### config.mk
export PLATFORM = sky130hd
export DESIGN_NAME = lvd_ctrl
export DESIGN_NICKNAME = d
export VERILOG_FILES = /design/src/pkg/lvd_pkg.sv /design/src/rtl/lvd_sync.sv /design/src/rtl/lvd_settle.sv /design/src/rtl/lvd_ctrl.sv
export SDC_FILE = /design/constraint.sdc
export NUM_CORES = 1
export LEC_CHECK = 0
export BUFFER_PORTS_ARGS = -buffer_cell sky130_fd_sc_hd__buf_2
export CELL_PAD_IN_SITES_DETAIL_PLACEMENT = 0
export CELL_PAD_IN_SITES_GLOBAL_PLACEMENT = 1
export CORE_ASPECT_RATIO = 0.75
export CORE_UTILIZATION = 30
export CTS_CLUSTER_SIZE = 12
export DETAILED_ROUTE_END_ITERATION = 6
export PLACE_DENSITY_LB_ADDON = 0.1
export SYNTH_ARGS = -nofsm -noshare
export SYNTH_HDL_FRONTEND = slang
export SYNTH_SLANG_ARGS = --single-unit
### constraint.sdc
create_clock -name core_clk -period 4.6 [get_ports core_clk]
set_input_delay 0.23 -clock core_clk [delete_from_list [all_inputs] [get_ports core_clk]]
set_output_delay 0.23 -clock core_clk [all_outputs]
set_load 0.01 [all_outputs]
### src/pkg/lvd_pkg.sv
// constants and types for the low-voltage detect control block
package lvd_pkg;
    localparam int          LVD_AW            = 16;
    localparam logic [15:0] LVD_CTRL_ADDR     = 16'hff50;
    localparam logic [15:0] LVD_LEVEL_ADDR    = 16'hff51;
    localparam logic [15:0] LVD_IRQ_ADDR      = 16'hff52;
    localparam logic [15:0] LVD_CAUSE_ADDR    = 16'hff53;
    localparam int          LVD_CTRL_EN_BIT   = 7;
    localparam int          LVD_CTRL_ACT_BIT  = 1;
    localparam int          LVD_CTRL_FLAG_BIT = 0;
    localparam int          LVD_IRQ_PEND_BIT  = 0;
    localparam int          LVD_IRQ_MASK_BIT  = 1;
    localparam int          LVD_CAUSE_BIT     = 0;
    localparam logic [7:0]  LVD_CTRL_RST      = 8'h00;
    localparam logic [3:0]  LVD_LEVEL_RST     = 4'h0;
    localparam logic [3:0]  LVD_LEVEL_MAX     = 4'h9;
    localparam int          LVD_SETTLE_US     = 200;
    localparam int          LVD_CLK_MHZ       = 50;
    localparam int          LVD_SETTLE_CYC    = LVD_SETTLE_US * LVD_CLK_MHZ;

    typedef struct packed {
        logic [15:0] addr;
        logic [7:0]  wdata;
        logic        wr;
        logic        rd;
    } lvd_bus_s;
endpackage

### src/rtl/lvd_sync.sv
// two-flop synchroniser for the comparator level
`timescale 1ns/100ps
module lvd_sync (
    input  wire logic core_clk,
    input  wire logic reset_n,
    input  wire logic async_in,
    output logic      sync_out
);
    logic meta_reg;

    always_ff @(posedge core_clk) begin
        if (!reset_n) begin
            meta_reg <= 1'b0;
            sync_out <= 1'b0;
        end else begin
            meta_reg <= async_in;
            sync_out <= meta_reg;
        end
    end
endmodule

### src/rtl/lvd_settle.sv
// settling counter started when the monitor is enabled
`timescale 1ns/100ps
module lvd_settle #(
    parameter int SETTLE_CYC = 10000
) (
    input  wire logic core_clk,
    input  wire logic reset_n,
    input  wire logic enable,
    output logic      settled
);
    logic [31:0] cnt_reg;

    always_ff @(posedge core_clk) begin
        if (!reset_n || !enable) begin
            cnt_reg <= 32'h0000_0000;
            settled <= 1'b0;
        end else if (cnt_reg < 32'(SETTLE_CYC - 1)) begin
            cnt_reg <= cnt_reg + 32'h0000_0001;
        end else begin
            settled <= 1'b1;
        end
    end
endmodule

### src/rtl/lvd_ctrl.sv
// control logic of the supply-voltage monitor
// Functional notes
// (RL1) 4-bit level code in low nibble; codes 0..9 valid, others prohibited.
// (RL2) software writes zero to upper nibble of level register.
// (RL3) level changes only while monitor disabled; else level undefined.
// (RL4) monitor-caused reset keeps level register; other resets clear it.
// (RL5) reset mode: hold internal reset while supply below level.
// (RL6) interrupt mode: raise request while supply below level.
// (RL7) reset start: mask, level, enable, wait, check flag, select reset.
// (RL8) software waits settling time before trusting below-level flag.
// (RL9) mask interrupt before enabling, request may come at once.
// (RL10) selecting reset with supply above level gives no reset.
// (RL11) reset stop: write 00h, or clear action then enable.
// (RL12) any reset sets interrupt mask to one.
// (RL13) monitor reset-cause flag is bit 0 of reset-cause register.
// (RL14) interrupt start: mask, level, enable, wait, check, clear, unmask.
// (RL15) final step with vectored interrupts is global interrupt enable.
// (RL16) during settling a request and both flags may be set.
// (RL17) interrupt stop: write 00h or clear enable bit.
// (RL18) hovering supply may cause repeated resets in reset mode.
// (RL19) hovering supply may cause repeated requests in interrupt mode.
// (RL20) enable bit 7, action bit 1 (1=reset), read-only flag bit 0.
// (RL21) flag drives request only with enable=1 and action=0.
// (RL22) monitor reset sets its cause flag and keeps control register.
// (RL23) level register resets to zero on non-monitor resets.
//
// Added by the designer: the plain strobed port.
`timescale 1ns/100ps
module lvd_ctrl
    import lvd_pkg::*;
#(
    parameter int SETTLE_CYC = LVD_SETTLE_CYC
) (
    input  wire logic            core_clk,
    input  wire logic            reset_n,
    input  wire logic            por_reset_n,
    input  wire logic            supply_below,
    input  wire lvd_pkg::lvd_bus_s bus,
    output logic [7:0]           rdata,
    output logic                 low_supply_irq,
    output logic                 monitor_reset_req,
    output logic                 settled
);
    import lvd_pkg::*;

    typedef enum logic [1:0] {LVD_IDLE, LVD_SETTLING, LVD_ACTIVE} lvd_state_e;

    lvd_state_e  state_reg;
    logic        monitor_enable;
    logic        action_select;
    logic        below_level_flag;
    logic [3:0]  level_select_reg;
    logic        monitor_irq_mask;
    logic        monitor_irq_pending;
    logic        monitor_reset_cause;
    logic        cmp_sync;
    logic        settle_done;
    logic        own_reset_reg;
    logic        irq_req;

    function automatic logic hit(input lvd_bus_s b, input logic [15:0] a);
        return b.addr == a;
    endfunction

    // kept out of the system reset so the request can follow the supply during its own reset
    lvd_sync u_sync (
        .core_clk (core_clk),
        .reset_n  (por_reset_n),
        .async_in (supply_below),
        .sync_out (cmp_sync)
    );

    lvd_settle #(.SETTLE_CYC(SETTLE_CYC)) u_settle (
        .core_clk (core_clk),
        .reset_n  (reset_n),
        .enable   (monitor_enable),
        .settled  (settle_done)
    );

    // remembers, for as long as the reset lasts, whether this monitor requested it
    always_ff @(posedge core_clk) begin
        if (!por_reset_n)
            own_reset_reg <= 1'b0;
        else if (!reset_n)
            own_reset_reg <= own_reset_reg | monitor_reset_req;
        else
            own_reset_reg <= 1'b0;
    end

    // control register survives a monitor reset
    always_ff @(posedge core_clk) begin
        if (!por_reset_n || (!reset_n && !own_reset_reg && !monitor_reset_req)) begin
            monitor_enable <= LVD_CTRL_RST[LVD_CTRL_EN_BIT]; // RL22
            action_select  <= LVD_CTRL_RST[LVD_CTRL_ACT_BIT];
        end else if (reset_n && bus.wr && hit(bus, LVD_CTRL_ADDR)) begin
            monitor_enable <= bus.wdata[LVD_CTRL_EN_BIT]; // RL20 RL11 RL17
            action_select  <= bus.wdata[LVD_CTRL_ACT_BIT]; // RL20
        end
    end

    // level register survives a monitor reset; upper nibble not stored
    always_ff @(posedge core_clk) begin
        if (!por_reset_n || (!reset_n && !own_reset_reg && !monitor_reset_req))
            level_select_reg <= LVD_LEVEL_RST; // RL4 RL23
        else if (reset_n && bus.wr && hit(bus, LVD_LEVEL_ADDR))
            level_select_reg <= bus.wdata[3:0]; // RL1 RL2 RL3
    end

    // flag reads zero while disabled; may rise during settling
    always_ff @(posedge core_clk) begin
        if (!reset_n)
            below_level_flag <= 1'b0;
        else
            below_level_flag <= monitor_enable & cmp_sync; // RL16 RL8
    end

    always_ff @(posedge core_clk) begin
        if (!reset_n)
            state_reg <= LVD_IDLE;
        else begin
            case (state_reg)
                LVD_IDLE:     if (monitor_enable) state_reg <= LVD_SETTLING;
                LVD_SETTLING: if (!monitor_enable) state_reg <= LVD_IDLE;
                              else if (settle_done) state_reg <= LVD_ACTIVE;
                LVD_ACTIVE:   if (!monitor_enable) state_reg <= LVD_IDLE;
                default:      state_reg <= LVD_IDLE;
            endcase
        end
    end

    assign irq_req = below_level_flag & monitor_enable & ~action_select; // RL21 RL6 RL19

    // mask set on any reset; pending set wins over a clearing write
    always_ff @(posedge core_clk) begin
        if (!reset_n) begin
            monitor_irq_mask    <= 1'b1; // RL12 RL9
            monitor_irq_pending <= 1'b0;
        end else begin
            if (bus.wr && hit(bus, LVD_IRQ_ADDR)) begin
                monitor_irq_mask    <= bus.wdata[LVD_IRQ_MASK_BIT]; // RL14
                monitor_irq_pending <= bus.wdata[LVD_IRQ_PEND_BIT] | irq_req;
            end else if (irq_req) begin
                monitor_irq_pending <= 1'b1; // RL16
            end
        end
    end

    always_ff @(posedge core_clk) begin
        if (!reset_n)
            low_supply_irq <= 1'b0;
        else
            low_supply_irq <= monitor_irq_pending & ~monitor_irq_mask; // RL6 RL15
    end

    // reset held across the monitor's own reset, so it tracks the supply level
    always_ff @(posedge core_clk) begin
        if (!por_reset_n)
            monitor_reset_req <= 1'b0;
        else
            monitor_reset_req <= monitor_enable & action_select & cmp_sync; // RL5 RL10 RL18
    end

    // cause flag cleared by a non-monitor reset, power-on, or a read of the cause register
    always_ff @(posedge core_clk) begin
        if (!por_reset_n)
            monitor_reset_cause <= 1'b0;
        else if (monitor_reset_req)
            monitor_reset_cause <= 1'b1; // RL22 RL13
        else if (!reset_n && !own_reset_reg)
            monitor_reset_cause <= 1'b0;
        else if (reset_n && bus.rd && hit(bus, LVD_CAUSE_ADDR))
            monitor_reset_cause <= 1'b0;
    end

    always_ff @(posedge core_clk) begin
        if (!reset_n)
            settled <= 1'b0;
        else
            settled <= (state_reg == LVD_ACTIVE);
    end

    // read data stands one cycle after the strobe; unmapped reads zero
    always_ff @(posedge core_clk) begin
        if (!reset_n)
            rdata <= 8'h00;
        else if (bus.rd) begin
            if (hit(bus, LVD_CTRL_ADDR))
                rdata <= {monitor_enable, 5'h00, action_select, below_level_flag}; // RL20
            else if (hit(bus, LVD_LEVEL_ADDR))
                rdata <= {4'h0, level_select_reg};
            else if (hit(bus, LVD_IRQ_ADDR))
                rdata <= {6'h00, monitor_irq_mask, monitor_irq_pending};
            else if (hit(bus, LVD_CAUSE_ADDR))
                rdata <= {7'h00, monitor_reset_cause}; // RL13
            else
                rdata <= 8'h00;
        end else
            rdata <= 8'h00;
    end
endmodule

Word-level counts from Yosys, hierarchy flattened

Index checks and enable logic that the tools add are counted.

Bits in registers: 59
Bits of input ports: 30
Output and inout port bits: 11
Logic and storage cells: 80

Bitwise gates (word level): 13
$lt $le $gt $ge: 1
$add $sub $neg: 1
Reductions and logical operators: 23
Equal/unequal tests: 9
Muxes and demuxes: 14

Operators by type and width:

| kind                    | count |
|---|---|
| $eq A16 B16 Y1 const B  | 4 |
| $add A32 B1 Y32 const B | 1 |
| $lt A32 B14 Y1 const B  | 1 |
| $mux W2                 | 5 |
| $logic_and A1 B1 Y1     | 8 |
| $mux W8                 | 1 |
| $and A1 B1 Y1           | 6 |
| $mux W1                 | 6 |
| $pmux W2 S3             | 1 |
| $logic_not A1 Y1        | 5 |
| $not A1 Y1              | 5 |
| $reduce_or A5 Y1        | 1 |
| $mux W4                 | 1 |
| $ne A2 B2 Y1 const B    | 2 |
| $ne A3 B2 Y1 const B    | 1 |
| $reduce_and A3 Y1       | 1 |
| $reduce_bool A3 Y1      | 1 |
| $reduce_or A3 Y1        | 1 |
| $eq A2 B1 Y1 const B    | 1 |
| $eq A2 B2 Y1 const B    | 1 |
| $logic_not A2 Y1        | 1 |
| $logic_or A1 B1 Y1      | 2 |
| $or A1 B1 Y1            | 2 |
| $reduce_and A2 Y1       | 1 |
| other kinds (2)         | 2 |

Longest topological paths before layout

Depth in word-level cells: 5
Mapped depth: 6
Depth with buffers taken out: 5

Cells and area by module

A second synthesis with hierarchy kept.

Cell total of the unflattened synthesis: 234
Area, all modules: 2270.9 um^2

Modules (own cells, without submodules):

| module     | area an instance (um^2) | cells an instance | times used |
|---|---|---|---|
| lvd_settle | 1317.5                  | 136               | 1 |
| lvd_ctrl   | 900.9                   | 94                | 1 |
| lvd_sync   | 52.6                    | 4                 | 1 |

Worst setup path after synthesis

No wires, ideal clock.

Path type: flip-flop to flip-flop
Start point: reg u_settle.cnt_reg[11]
End point: reg u_settle.cnt_reg[13]
Cell stages (with the launch flop): 6
Clock period less this slack: 1.654 ns
Path slack: 2.946 ns
Data arrival time: 1.539 ns
Required time: 4.485 ns
Library setup time: 0.115 ns
Path through: dfxtp_1 -> or4_4 -> a211oi_2 -> buf_6 -> nor4_1 -> a31o_1

Word-level cells in the longest chain between the ends: 1
Elaborated cells between the ends (all ways): 2
Those cells by class: add/sub: 1; order compare: 1

RTL lines:

| item                                              | line                               | RTL |
|---|---|---|
| start: declaration                                | lvd_settle.sv:11                   | `logic [31:0] cnt_reg;` |
| start signal: assignment                          | lvd_settle.sv:18                   | `cnt_reg <= cnt_reg + 32'h0000_0001;` |
| $add A32 B1 Y32 or $lt A32 B14 Y1 (tied branches) | lvd_settle.sv:18, lvd_settle.sv:17 |  |

Several ways; a longest one is shown, not always the timed one.
A chain may end at the register's enable or synchronous reset.

Worst setup path after layout

Ends and elaborated chain as after synthesis.

==> key figures <==
Run status
  • Outcome: finished clean

Power and ir drop
  • Sw Ratio: 0.220
  • Clock Power Share: 0.351
  • Sw power: 0.000174 W
  • Internal power: 0.000617 W
  • PwrDens: 298 nW/um^2
  • Maximum VDD drop: 0.172 mV
  • Comb power frac: 0.035
  • Sequential share of power: 0.614
  • Leak: 1.07 nW

Setup path
  • Top Family by Delay on Critical Path: compound AO/OA/AOI/OAI gates
  • CP startpoint kind: flop
  • CP required: 4.81 ns
  • CP Capture Type: flop
  • Crit Path Category: flop to flop
  • Slowest library cell on the worst path: a211oi_2
  • CP Max Fanout: 14
  • Crit path buffers/inverters: 0
  • WP data arrival: 2.35 ns
  • CP cell instances: or4_4 -> a211oi_2 -> nor4_1 -> a31o_1
  • Largest stage delay, worst path: 0.75 ns

Place
  • Port-buffer cells: 34
  • Post-DP HPWL: 3580 um
  • Placed cell count: 374
  • Routability-driven placement congestion ratio: 0.729

CTS
  • CTS buffer count: 5
  • Clock Path Buffers: 2
  • H-tree Lvls: 2
  • # resized after CTS: 0
  • CTS Hold Bufs: 0
  • Post-CTS setup buffer count: 0
  • CTS tree: done
  • CTS sink count: 56
  • Clock latency at the later pin of the worst-skew pair: 0.31 ns
  • Root Driver: clkbuf_8
  • Worst-path clk slew: 0.10 ns

Floorplan
  • Die Y-Extent: 78.4 um
  • Die Wd: 104 um
  • Row count: 27
  • Core region area: 7430 sq um
  • Initial Util: 0.314
  • DIE AREA: 8130 sq um
  • Num ports: 41

Synthesis
  • Number of flops mapped to enable cells by yosys: 0
  • Synth Area per Inst: 9.29 sq um
  • Largest family of logic cells by synthesized area: simple AND/OR/NAND/NOR gates
  • Synth Area in XOR/XNOR: 0
  • Main synth FF type: dfxtp_1
  • Mux cell area share after synthesis: 0.0483
  • Sequential-to-total area share from yosys stat: 0.481
  • Seq cells post-synth: 56
  • Post-Syn Instances: 251
  • Synth Area in Compound Gates: 0.102
  • Netlist cell types: 42
  • Post-synthesis cell area: 2330 sq um
  • Synth Warn #: 0
  • Post-synthesis simple-gate area fraction: 0.321
  • Post-Synth Adder-Cell Area: 0.00536
  • Post-synth ARST share: 0

Final layout
  • ANT cells: 0
  • Most common cell after layout, fill and taps aside: dfxtp_1
  • Fraction of layout cells with a size suffix above 1: 0.181
  • Fin nets: 311
  • Layout area overhead: 13.7%
  • Most frequent cells in the layout: dfxtp_1, buf_2, and3_1
  • Max reg flops: 32
  • Finished Layout Cells: 382

Timing
  • Maximum clock frequency: 0.469 GHz
  • Minimum clock period: 2.13 ns
  • Slew headroom: 0.374
  • Final period util: 0.464
  • Unrepaired setup endpoints after global routing: false
  • Post-route setup TNS: 0 ns
  • Tightest Pin Transition: 0.937 ns
  • Fin. max-slew vios: 0
  • Final Skew: 0.00816 ns
  • Setup Viol. Count Final: 0
  • Final hold vios: 0

Detailed routing
  • Drt via density: 4.94
  • Drc violations: 0
  • Routed wire length: 5220 um
  • Drt pass-1 iters: 6
  • Wire per inst: 13.7 um
  • Remaining antenna violation count: 0
  • DRT iter0 DRCs: 83
  • Via count: 1886

Global routing
  • Global-route wire length before repair: 9030 um
  • Antenna violations before repair: 0
  • Vias in the first global route: 1759
  • All-Layer GR Usage: 0.141
  • GRT overflow: 0
  • Largest net degree at the start of global routing: 32

Flow run
  • Max-cap violation count: 0

Worst hold path
  • Hold WC Path Type: input port to flop
==> final cells by class <==
cell class / count / area (sq um)
clock inverters: 2 / 10.0
repair buffers: 35 / 178
well taps: 101 / 126
flip-flops and latches: 56 / 1120
multi-input cells: 179 / 1120
fillers: 786 / 4780
inverters: 3 / 11.3
clock buffers: 6 / 82.6
==> cells by family (layout without fill, tap and decap cells) <==
| family | after synthesis | after routing |
|---|---|---|
| other | 1 | 3 |
| AO/OA/AOI/OAI | 36 | 36 |
| flip-flops | 56 | 56 |
| buffers and inverters | 18 | 46 |
| adder cells (fa/ha/maj) | 1 | 1 |
| multiplexers | 11 | 11 |
| AND/OR/NAND/NOR | 128 | 128 |
==> worst paths after layout <==
path,startpoint,to,slack [ns],cells after the start
worst max-delay path,u_settle.cnt_reg[11],u_settle.cnt_reg[13],2.47,4
worst min register to register,state_reg[1],state_reg[0],0.44,1
worst min-delay path,supply_below,u_sync.meta_reg,0.12,2
worst max register to register,u_settle.cnt_reg[11],u_settle.cnt_reg[13],2.47,4
==> per-layer routing <==
layer  share of wire  wire length, um  GRT usage  up-vias
met5               0                0          0        -
met4           0.016               82     0.0557        0
met3           0.061              316     0.0399        7
met2            0.36             1890      0.181       41
met1            0.56             2930      0.214      855
li1                -                -          -      983
==> metrics by stage <==
step / area [sq um] / setup slack (ns) / hold WS (ns) / utilization / power (W)
final: 2650 / 2.47 / 0.118 / 0.357 / 0.000790
after global routing: 2650 / 2.29 / 0.104 / 0.357 / 0.000838
after CTS: 2650 / 2.48 / 0.106 / 0.357 / 0.000809
after detailed placement: 2560 / 2.52 / 0.431 / 0.344 / 0.000524
after global placement: 2560 / 2.51 / 0.430 / 0.344 / 0.000525
after floorplan: 2340 / 2.95 / 0.349 / - / 0.000509
==> Yosys cell counts, drive strengths merged, types with 2 or more instances <==
library cell / n / share of area
clkbuf: 9 / 0.014
buf: 6 / 0.021
nand4bb: 2 / 0.0097
mux2i: 9 / 0.039
nand2b: 9 / 0.024
nor2b: 3 / 0.0080
o21ai: 9 / 0.019
nand2: 25 / 0.041
o31ai: 6 / 0.019
nor4: 15 / 0.040
and2: 8 / 0.021
nand3: 10 / 0.021
dfxtp: 56 / 0.48
inv: 3 / 0.0048
and3: 25 / 0.067
nor2: 8 / 0.013
or4: 5 / 0.018
nand4: 10 / 0.030
and4: 3 / 0.011
nor4b: 2 / 0.0075
a21oi: 11 / 0.024
mux2: 2 / 0.0097
==> power by group through the flow <==
stage / combinational, W / sequential (W) / clock [W]
3_5_place_dp: 0.0000273 / 0.000497 / 0
4_1_cts: 0.0000274 / 0.000486 / 0.000296
6_report: 0.0000274 / 0.000485 / 0.000278
5_1_grt: 0.0000306 / 0.000486 / 0.000321
2_1_floorplan: 0.0000125 / 0.000497 / 0
3_3_place_gp: 0.0000279 / 0.000497 / 0
==> worst reg2reg max path, cell delays in order, from the launching register on <==
cell and delay (ns):
dfxtp_1 0.37, or4_4 0.58, a211oi_2 0.75, nor4_1 0.11, a31o_1 0.24
(Power assumes the default switching activity.)
